`config.mk`:
```
export PLATFORM = sky130hd
export DESIGN_NAME = adc_serial_regs
export DESIGN_NICKNAME = d
export VERILOG_FILES = /design/src/hw/adc_regs_pkg.sv /design/src/hw/link_sampler.sv /design/src/hw/adc_serial_regs.sv
export SDC_FILE = /design/constraint.sdc
export NUM_CORES = 1
export LEC_CHECK = 0
export BUFFER_PORTS_ARGS = -buffer_cell sky130_fd_sc_hd__buf_2
export CORE_MARGIN = 2
export CORE_UTILIZATION = 59
export CTS_CLUSTER_DIAMETER = 40
export DETAILED_ROUTE_END_ITERATION = 12
export GPL_ROUTABILITY_DRIVEN = 0
export PLACE_DENSITY_LB_ADDON = 0.15
export SYNTH_ARGS = -nofsm -noshare
export SYNTH_HDL_FRONTEND = slang
export SYNTH_HIERARCHICAL = 1
export SYNTH_SLANG_ARGS = --single-unit
```
`constraint.sdc`:
```
create_clock -name clk_sys -period 5.91 [get_ports clk_sys]
set_clock_uncertainty 0.15 [all_clocks]
set_input_delay 1.182 -clock clk_sys [delete_from_list [all_inputs] [get_ports clk_sys]]
set_output_delay 1.182 -clock clk_sys [all_outputs]
set_load 0.05 [all_outputs]
```
`src/hw/adc_regs_pkg.sv`:
```
package adc_regs_pkg;
   localparam int WORD_BITS = 16;
   localparam int DATA_BITS = 14;
   localparam int RESULT_BITS = 12;
   localparam int LEAD_ZEROS = 4;
   localparam int CNT_BITS = 5;
   localparam logic [4:0] LAST_BIT = 5'h10;
   // write address field, bits 15:14 of the word
   localparam int ADDR_HI_POS = 15;
   localparam int ADDR_LO_POS = 14;
   localparam logic [1:0] WADDR_NONE = 2'h0;
   localparam logic [1:0] WADDR_TEST = 2'h1;
   localparam logic [1:0] WADDR_CAL = 2'h2;
   localparam logic [1:0] WADDR_CTRL = 2'h3;
   // read-select field inside the control register
   localparam int RDSEL_LO_POS = 6;
   localparam int RDSEL_HI_POS = 7;
   localparam logic [1:0] RDSEL_RESULT = 2'h0;
   localparam logic [1:0] RDSEL_TEST = 2'h1;
   localparam logic [1:0] RDSEL_CAL = 2'h2;
   localparam logic [1:0] RDSEL_STATUS = 2'h3;
   localparam logic [13:0] CTRL_RESET = 14'h0000;
   localparam logic [13:0] TEST_RESET = 14'h0000;
   localparam logic [13:0] CAL_RESET = 14'h0000;
   localparam logic [15:0] WORD_ZERO = 16'h0000;
endpackage : adc_regs_pkg

```
`src/hw/link_sampler.sv`:
```
`timescale 1ns/1ps
// two-flop synchroniser for the host pins plus serial clock edge finding
module link_sampler
   import adc_regs_pkg::*;
(
   // system
   input wire logic clk_sys,
   input wire logic sys_rst,
   // raw pins
   input wire logic serClk,
   input wire logic frameSyncN,
   input wire logic serIn,
   // synchronised
   output logic frameActive,
   output logic clkRise,
   output logic clkFall,
   output logic dataIn
);
   logic [2:0] meta_r;
   logic [2:0] sync_r;
   logic clkPrev_r;

   always_ff @(posedge clk_sys or posedge sys_rst) begin
      if (sys_rst) begin
         // idle pin levels: clock low, sync high, data low, so no
         // false serial clock edge follows the release of reset
         meta_r <= 3'h2;
         sync_r <= 3'h2;
         clkPrev_r <= 1'b0;
      end else begin
         meta_r <= {serClk, frameSyncN, serIn};
         sync_r <= meta_r;
         clkPrev_r <= sync_r[2];
      end
   end

   assign frameActive = ~sync_r[1];
   assign clkRise = sync_r[2] & ~clkPrev_r;
   assign clkFall = ~sync_r[2] & clkPrev_r;
   assign dataIn = sync_r[0];
endmodule : link_sampler

```
`src/hw/adc_serial_regs.sv`:
```
`timescale 1ns/1ps
// Overview of operation
// - each write word is 16 bits: 2 address bits, 14 data bits.
// - nothing is updated until all 16 bits have arrived.
// - address 0 discards, 1 test, 2 calibration, 3 control register.
// - read-select 0 result, 1 test, 2 calibration, 3 status.
// - read-select is zero after power-up, so reads return results.
// - read-select stays in force until rewritten.
// - result reads carry four leading zeros before the 12-bit value.
// - control write-only, result and status read-only, others read/write.
// - defaults after power-up need no write beyond channel choice.
// - all 14 control bits clear at power-up.
// - active-low frame sync frames the host serial clock.
// - read data leaves on the serial output as a 16-bit word.
module adc_serial_regs
   import adc_regs_pkg::*;
(
   // system
   input wire logic clk_sys,
   input wire logic sys_rst,
   // serial link pins
   input wire logic serClk,
   input wire logic frameSyncN,
   input wire logic serIn,
   output logic serOut,
   // converter core side
   input wire logic [11:0] convResult,
   input wire logic [15:0] devStatus,
   output logic [13:0] controlWord,
   output logic [13:0] testWord,
   output logic [13:0] calWord,
   output logic calWriteStb,
   output logic [1:0] readSelect
);
   typedef enum logic [1:0] {IDLE, SHIFT, DONE} link_state_t;

   link_state_t state_r;
   logic frameActive;
   logic clkRise;
   logic clkFall;
   logic dataIn;
   logic [15:0] shiftIn_r;
   logic [15:0] shiftOut_r;
   logic [4:0] bitCnt_r;
   logic [13:0] ctrl_r;
   logic [13:0] test_r;
   logic [13:0] cal_r;
   logic calStb_r;
   logic wordDone;
   logic [1:0] wAddr;
   logic [13:0] wData;

   // pick the read word for the current selection
   function automatic logic [15:0] readWord(input logic [1:0] sel,
                                            input logic [11:0] res,
                                            input logic [13:0] tst,
                                            input logic [13:0] cal,
                                            input logic [15:0] sts);
      logic [15:0] w;
      w = WORD_ZERO;
      case (sel)
         RDSEL_RESULT: w = {{LEAD_ZEROS{1'b0}}, res};
         RDSEL_TEST: w = {2'b00, tst};
         RDSEL_CAL: w = {2'b00, cal};
         RDSEL_STATUS: w = sts;
         default: w = WORD_ZERO;
      endcase
      return w;
   endfunction : readWord

   link_sampler u_sampler (
      .clk_sys(clk_sys),
      .sys_rst(sys_rst),
      .serClk(serClk),
      .frameSyncN(frameSyncN),
      .serIn(serIn),
      .frameActive(frameActive),
      .clkRise(clkRise),
      .clkFall(clkFall),
      .dataIn(dataIn)
   );

   // frame state: a frame is framed by sync low
   always_ff @(posedge clk_sys or posedge sys_rst) begin
      if (sys_rst) begin
         state_r <= IDLE;
      end else begin
         case (state_r)
            IDLE: begin
               if (frameActive) begin
                  state_r <= SHIFT;
               end
            end
            SHIFT: begin
               if (!frameActive) begin
                  state_r <= IDLE;
               end else if (wordDone) begin
                  state_r <= DONE;
               end
            end
            DONE: begin
               // extra clocks after bit 16 are ignored until sync rises
               if (!frameActive) begin
                  state_r <= IDLE;
               end
            end
            default: state_r <= IDLE;
         endcase
      end
   end

   // receive shifter, msb first, sampled on serial clock rise
   always_ff @(posedge clk_sys or posedge sys_rst) begin
      if (sys_rst) begin
         shiftIn_r <= WORD_ZERO;
         bitCnt_r <= 5'h00;
      end else if (state_r == IDLE) begin
         shiftIn_r <= WORD_ZERO;
         bitCnt_r <= 5'h00;
      end else if (state_r == SHIFT && frameActive && clkRise) begin
         shiftIn_r <= {shiftIn_r[14:0], dataIn};
         bitCnt_r <= bitCnt_r + 5'h01;
      end
   end

   assign wordDone = (state_r == SHIFT) && (bitCnt_r == LAST_BIT);
   assign wAddr = {shiftIn_r[ADDR_HI_POS], shiftIn_r[ADDR_LO_POS]};
   assign wData = shiftIn_r[DATA_BITS-1:0];

   // register writes only on a complete word
   always_ff @(posedge clk_sys or posedge sys_rst) begin
      if (sys_rst) begin
         ctrl_r <= CTRL_RESET;
         test_r <= TEST_RESET;
         cal_r <= CAL_RESET;
         calStb_r <= 1'b0;
      end else begin
         calStb_r <= 1'b0;
         if (wordDone && frameActive) begin
            case (wAddr)
               WADDR_NONE: ; // data discarded
               WADDR_TEST: test_r <= wData;
               WADDR_CAL: begin
                  cal_r <= wData;
                  calStb_r <= 1'b1;
               end
               WADDR_CTRL: ctrl_r <= wData;
               default: ;
            endcase
         end
      end
   end

   // transmit: load at frame start, shift on falling serial clock
   always_ff @(posedge clk_sys or posedge sys_rst) begin
      if (sys_rst) begin
         shiftOut_r <= WORD_ZERO;
      end else if (state_r == IDLE && frameActive) begin
         // control register never appears here: write-only
         shiftOut_r <= readWord(readSelect, convResult, test_r, cal_r,
                                devStatus);
      end else if (state_r == SHIFT && frameActive && clkFall) begin
         shiftOut_r <= {shiftOut_r[14:0], 1'b0};
      end
   end

   assign serOut = shiftOut_r[WORD_BITS-1];
   assign readSelect = {ctrl_r[RDSEL_HI_POS], ctrl_r[RDSEL_LO_POS]};
   assign controlWord = ctrl_r;
   assign testWord = test_r;
   assign calWord = cal_r;
   assign calWriteStb = calStb_r;
endmodule : adc_serial_regs

```
=== Yosys cells after proc, flatten, opt, wreduce, memory -nomap -nowiden ===
Cells that the tools add are included.

* Add/sub/neg operators: 1
* Eq/ne operators: 12
* Muxes and demuxes: 14
* Bitwise gates (word level): 5
* Reductions and logical operators: 14

{| class="wikitable"
|+ Operators with widths
! kind !! count
|-
| two-way mux 16 bit || 4
|-
| case mux 16 bit (4 select lines) || 1
|-
| equality test 2 bit, second input constant || 5
|-
| two-way mux 5 bit || 2
|-
| two-way mux 2 bit || 4
|-
| equality test 2 x 1 -> 1 bit, second input constant || 3
|-
| logical AND 1 bit || 6
|-
| case mux 2 bit (3 select lines) || 1
|-
| AND reduction 2 bit || 3
|-
| adder 5 x 1 -> 5 bit, second input constant || 1
|-
| equality test 5 bit, second input constant || 1
|-
| logical NOT 2 bit || 2
|-
| nonzero test 2 bit || 2
|-
| inequality test 3 x 2 -> 1 bit, second input constant || 1
|-
| inverter 1 bit || 3
|-
| AND reduction 3 bit || 1
|-
| AND 1 bit || 2
|-
| two-way mux 1 bit || 2
|-
| inequality test 2 x 1 -> 1 bit, second input constant || 1
|-
| inequality test 2 bit, second input constant || 1
|}

* Bits in registers: 89
* Input bits: 33
* Output and inout bits: 46
* Word-level logic and storage cells: 57

=== Logic depth before layout (Yosys ltp) ===
Gate-level depths: netlist of the first run.

* Word-level depth: 5
* Gate-level depth with buffers: 7
* Gate-level depth less buffers: 5

=== Hierarchy ===
Netlist of the first run, hierarchy kept.

{| class="wikitable"
|+ Modules (own cells, without submodules)
! module !! instances !! cells an instance !! area an instance (um2) !! seq. area each (um2)
|-
| adc_serial_regs || 1 || 286 || 3778.6 || 2052.0
|-
| link_sampler || 1 || 11 || 200.2 || 177.7
|}

=== Least setup slack after synthesis of the first run ===
Ideal clock, no wire load.

* Kind: input -> register
* Start: input devStatus[10]
* End: register shiftOut_r[10]
* Library setup time: 0.126 ns
* Data arrival time: 2.012 ns
* Data required time: 5.634 ns
* Slack: 3.622 ns
* Stages: 3
* Buffers on the path: 0
* Cells stage by stage: mux4_2 -> and2_1 -> a221o_1

* Longest elaborated chain between the ends: 2

{| class="wikitable"
|+ Ends and longest elaborated chain
! item !! RTL line !! source
|-
| from (decl) || adc_serial_regs.sv:28 || <nowiki>input wire logic [15:0] devStatus,</nowiki>
|-
| case mux 16 bit (4 select lines) || adc_serial_regs.sv:61 || <nowiki>case (sel)</nowiki>
|-
| two-way mux 16 bit || adc_serial_regs.sv:158 || <nowiki>end else if (state_r == IDLE && frameActive) begin</nowiki>
|-
| to (signal assigned) || adc_serial_regs.sv:160 || <nowiki>shiftOut_r <= readWord(readSelect, convResult, test_r, cal_r,</nowiki>
|-
| to (signal assigned) || adc_serial_regs.sv:163 || <nowiki>shiftOut_r <= {shiftOut_r[14:0], 1'b0};</nowiki>
|-
| to (decl) || adc_serial_regs.sv:43 || <nowiki>logic [15:0] shiftOut_r;</nowiki>
|}

Every way passes these cells.
A chain may end at the register's enable or synchronous reset.

=== Final worst setup path of the first run ===
* Start: register ctrl_r[6] (netlist: controlWord[6])
* End: output readSelect[0]

{| class="wikitable"
|+ RTL lines
! item !! RTL line !! source
|-
| from (decl) || adc_serial_regs.sv:45 || <nowiki>logic [13:0] ctrl_r;</nowiki>
|-
| from (signal assigned) || adc_serial_regs.sv:147 || <nowiki>WADDR_CTRL: ctrl_r <= wData;</nowiki>
|-
| to (decl) || adc_serial_regs.sv:33 || <nowiki>output logic [1:0] readSelect</nowiki>
|}

No word-level cell between the ends.

==> results of run 1 <==
==> flip-flops by register name, summed over array words and instances, names as in the netlist <==
| register | flops |
|---|---|
| state_r | 2 |
| u_sampler/sync_r | 3 |
| u_sampler/meta_r | 3 |
| bitCnt_r | 5 |
| shiftOut_r | 16 |
| calWriteStb | 1 |
| calWord | 14 |
| testWord | 14 |
| u_sampler/clkPrev_r | 1 |
| controlWord | 14 |
| shiftIn_r | 16 |
==> worst reg2reg max path, cell delays in order (launching register included) <==
cell and delay (ps):
dfrtp_1 420, inv_1 70, ha_1 230, nand4bb_4 160, or3_1 740, mux2_4 440
==> metrics by stage <==
| step | power (uW) | area, sq um |
|---|---|---|
| floorplan | 708 | 3980 |
| global placement | 733 | 4380 |
| detailed placement | 736 | 4380 |
| CTS | 1090 | 4540 |
| global route | 1130 | 4540 |
| finish | 1080 | 4540 |
==> power breakdown <==
part	internal (uW)	switching, uW	total, uW
clock network	152	205	357
logic	35.3	42.5	77.8
registers	631	14.4	645
==> cell families (layout without fill, tap and decap cells) <==
family,count (synthesis),after routing
muxes,61,61
xor gates and xnor gates,1,1
buffers and inverters,28,104
and+or+nand+nor,76,76
DFF,89,89
adders and majority gates,2,2
AOI/OAI and AO/OA,40,40
==> area by class of cell <==
type	count	area, sq um
clock buffer	11	131
clock inverter	5	32.5
fill	467	1880
inverter	6	23.8
multi-input combinational	180	1610
sequential	89	2230
tap	77	96.3
timing repair buffer	82	420
==> routing by layer <==
metal | GRT usage | vias to the layer above | wire [um]
li1 | - | 1200 | -
met2 | 0.365 | 54 | 3960
met3 | 0.0443 | 11 | 300
met5 | 0 | - | 0
met1 | 0.330 | 1380 | 3650
met4 | 0.0967 | 0 | 113
==> synthesized netlist by cell type, drive strengths merged (2+ instances only) <==
master  count
a21oi      19
a221o      13
a22o        3
and2       13
and3        2
and4b       2
buf        14
clkbuf      8
dfrtp      87
dfstp       2
ha          2
inv         6
mux2       48
mux4       12
nand2      35
nand2b      3
nand3       2
nand3b      3
nand4b      2
nor2        2
nor2b       2
nor3        3
o21ai       3
or3         3
==> worst max path at each step <==
stage	cells after the start	end	start	slack, ps
floorplan	1	bitCnt_r[0]	sys_rst	2470
finish	1	readSelect[0]	controlWord[6]	2830
global route	1	controlWord[6]	controlWord[6]	2650
detailed placement	1	readSelect[0]	controlWord[6]	3170
CTS	1	readSelect[0]	controlWord[6]	2790
global placement	1	readSelect[0]	controlWord[6]	3200
==> flow_summary.ini, run 1 <==
[clock_tree]
cts_tree = done
cts-htree-levels = 3
cts_resized = 0
clock-sinks = 89
clockRootBuffer = clkbuf_8
post-cts-setup-buffers = 0
cts.path.max_buffers = 2
clock_latency_ps = 350
numCtsBuffers = 9
clk_pin_slew_worst_paths_ps = 80
ctsHoldBuffers = 0

[synth]
synth_edf_count = 0
ys_ff_latch = 89
synthCells = 297
yosysWarnings = 6
yosysUniqueCellTypes = 38
yosysSeqAreaShare = 0.560
synth_area_leaders = dfrtp_1 55%, mux2_2 11%, mux4_2 6.8%, mux2_4 3.8%, nand2_1 3.3%
synth-xor-area-share = 0.00220
synthArstFlopShare = 1.00
synth_mux_area_frac = 0.216
synth_compound_area_frac = 0.0708
synth_top_area_share = 0.547
yosys.area_share.simple = 0.108
synth_top_family_by_area = multiplexers
synth_nets = 332
synth_adder_area_share = 0.00629
synth_area_leader_cell = dfrtp_1
synthesis.area_sq_um = 3980
avgSynthCellArea_sq_um = 13.4
synth_ff_type = dfrtp_1

[global_routing]
grt_max_degree = 55
grt_pass1_wl_um = 13200
antenna_found_initial = 0
gr-total-overflow = 0
grtUsageTotal = 0.235
grt_pass1_vias = 2675

[power]
peakVddDrop_mv = 0.131
p_leak_uw = 0.00227
powerDensity_nw_per_um2 = 238

[detailed_routing]
vias_per_cell = 5.88
drt_pass1_iterations = 4
finalWirelength_um = 8030
drtIter0Drc = 95
detail-route-antenna-nets = 0
drc = 0
num_vias = 2645
post_drt_wl_per_cell_um = 17.8

[worst_hold_path]
hp-start = u_sampler/meta_r[2]
hold_depth = 0
hp-class = reg -> reg
whs_endpoint = u_sampler/sync_r[2]

[sta]
timing.hold.ws_ps = 205
worstMarginPinSlew_ps = 975
fin_crit_sh = 0.521
hold_viol_final = 0
finalSetupTns_ps = 0
setup_viol = 0
max_freq_mhz = 325
setup_ws_ps = 2830
rsz0062_at_grt = false
period_minus_slack_ps = 3080
drv_slew = 0
slew_headroom = 0.350

[layout]
area_growth_syn_to_layout_pct = 14.2
diodes = 0
drive_above_1_share = 0.440
final_common_cell = dfrtp_1
nNetsFinal = 403
fin_cells = 450
layout_common_cells = 87 x dfrtp_1, 78 x buf_2, 38 x mux2_2
fin_util = 0.708

[worst_setup_path]
critPathMaxFanout = 20
crit_slowest_cell = dfrtp_1
reg2reg_slack_ps = 3580
cp.arrival_ps = 1740
path_delay_family = flip-flops
worstSetupEndpointType = primary output
r2r_cells = 5
slowest_delay_ps = 990
worst_setup_path_start_kind = flop
worstPathRequired_ps = 4580
path_cells = buf_2
crit_type = reg -> out
critPathBufInv = 1
r2r_end = controlWord[6]
r2r-start = bitCnt_r[0]

[run_status]
outcome = finished, final reports clean

[floorplanning]
rows = 29
start_util = 0.620
fp.dieH_um = 86.1
die_w_um = 86.1
num_io_pins = 79
floorplan.die_area_sq_um = 7420
core_sq_um = 6420

[placed_design]
hpwl_um = 5510
post-place-ws_ps = 3170
dp.cells = 434
port_buffers = 78

[flow_run]
drv_cap = 0
(Power assumes the default switching activity.)
==> run 2: changes to the inputs <==
CORE_UTILIZATION = 55   (was 59)
clock period = 3.1 ns   (was 5.91 ns; I/O delays follow)
==> run 2 against run 1 <==
Compared with the run above:
- die area is 6.9% higher
- design area is 1.2% higher
- via count is 0.34% lower
- non-clock buffer count is 3 higher
- total power is 94% higher
- final cell count is 5.6% higher
- global-route usage is 1.9 points lower
- critical endpoint unchanged
- largest cell class unchanged
- highest routed layer unchanged
==> flow_summary.ini, run 2 (synthesis results as in run 1) <==
[worst_hold_path]
hp-class = in -> async

[sta]
fin_crit_sh = 0.802
drv_slew = 0
setup_viol = 0
finalSetupTns_ps = 0
slew_headroom = 0.367
timing.hold.ws_ps = 66.6
max_freq_mhz = 402
period_minus_slack_ps = 2490
setup_ws_ps = 613
rsz0062_at_grt = false
worstMarginPinSlew_ps = 950
hold_viol_final = 0

[layout]
reg_top3 = shiftIn_r: 16 flops, shiftOut_r: 16 flops
fin_cells = 475
drive_above_1_share = 0.439
area_growth_syn_to_layout_pct = 15.6
nNetsFinal = 406
layout_common_cells = 87 x dfrtp_1, 78 x buf_2, 38 x mux2_2
fin_area_sq_um = 4600
diodes = 0
final_common_cell = dfrtp_1

[power]
p_leak_uw = 0.00229
switching_share = 0.231
powerDensity_nw_per_um2 = 454
peakVddDrop_mv = 0.240
power.switching_uw = 483
p_seq_frac = 0.589
internal_power_uw = 1610
combPwrFrac = 0.073
clockPowerShare = 0.339

[clock_tree]
post-cts-setup-buffers = 0
clock_latency_ps = 340
numCtsBuffers = 9
cts-htree-levels = 3
ctsHoldBuffers = 0
cts.path.max_buffers = 2
cts_resized = 0
clockRootBuffer = clkbuf_8
clock-sinks = 89
cts_tree = done
clk_pin_slew_worst_paths_ps = 80

[detailed_routing]
post_drt_wl_per_cell_um = 17.3
detail-route-antenna-nets = 0
drt_pass1_iterations = 4
drtIter0Drc = 157
drc = 0
num_vias = 2636
vias_per_cell = 5.55
finalWirelength_um = 8200

[placed_design]
placed_cell_area_sq_um = 4430
hpwl_um = 5800
post-place-ws_ps = 779
dp.cells = 459
port_buffers = 78

[worst_setup_path]
path_cells = buf_2
slowest_delay_ps = 970
critPathBufInv = 1
critPathMaxFanout = 20
crit_type = reg -> out
reg2reg_slack_ps = 830
worstSetupEndpointType = primary output
path_delay_family = flip-flops
worstPathRequired_ps = 2330
crit_slowest_cell = dfrtp_1
worst_setup_path_start_kind = flop
cp.arrival_ps = 1720

[global_routing]
grtUsageTotal = 0.217
grt_max_degree = 34
antenna_found_initial = 0
grt_pass1_wl_um = 12800
gr-total-overflow = 0
grt_pass1_vias = 2455

[floorplanning]
start_util = 0.558
fp.dieH_um = 89.1
floorplan.die_area_sq_um = 7930
die_w_um = 89.1
rows = 31
core_sq_um = 7140
num_io_pins = 79

[run_status]
outcome = finished, final reports clean

[flow_run]
drv_cap = 0
## run 2: changes by cell type in the layout (fill, tap and decap cells not counted), sizes merged
cell      previous run  this run
clkbuf              11        14
buf                 82        85
clkinvlp             3         1
clkinv               3         2
## run 2: routing by layer
layer / part of all wire / up-vias / GRT usage
li1: - / 1209 / -
met1: 0.45 / 1347 / 0.322
met2: 0.49 / 76 / 0.333
met3: 0.049 / 4 / 0.0286
met4: 0.0054 / 0 / 0.0773
met5: 0 / - / 0
## run 2: worst register-to-register path: cells and delay by family (launching register included)
kind	cells	cell delay [ps]
mux	1	610
flops	1	970
simple gates	1	170
compound gates	1	250
## run 2: power groups by stage
stage / Sequential, uW / Combinational [uW] / Clock [uW]
CTS: 1230 / 155 / 729
global placement: 1250 / 150 / 0
finish: 1230 / 152 / 708
floorplan: 1240 / 108 / 0
detailed placement: 1250 / 154 / 0
global route: 1240 / 170 / 780
## run 2: worst paths after layout
path	start	to	depth (start not counted)
max	controlWord[6]	readSelect[0]	1
min	sys_rst	u_sampler/meta_r[0]	2
max reg2reg	controlWord[6]	shiftOut_r[9]	3
min reg2reg	u_sampler/meta_r[1]	u_sampler/sync_r[1]	0
max in group asynchronous	sys_rst	bitCnt_r[0]	3
min in group clk_sys	u_sampler/meta_r[1]	u_sampler/sync_r[1]	0
## run 2: final cells by class
class                           count  area (sq um)
Clock buffer                       14           163
Clock inverter                      2          12.5
Fill cell                         595          2540
Inverter                            6          23.8
Multi-Input combinational cell    180          1610
Sequential cell                    89          2230
Tap cell                           99           124
Timing Repair Buffer               85           443
## run 2: stage by stage
step / util / total power [uW]
final: 0.645 / 2090
after global routing: 0.645 / 2180
after CTS: 0.645 / 2110
after detailed placement: 0.620 / 1410
after global placement: 0.620 / 1400
after floorplan: - / 1350
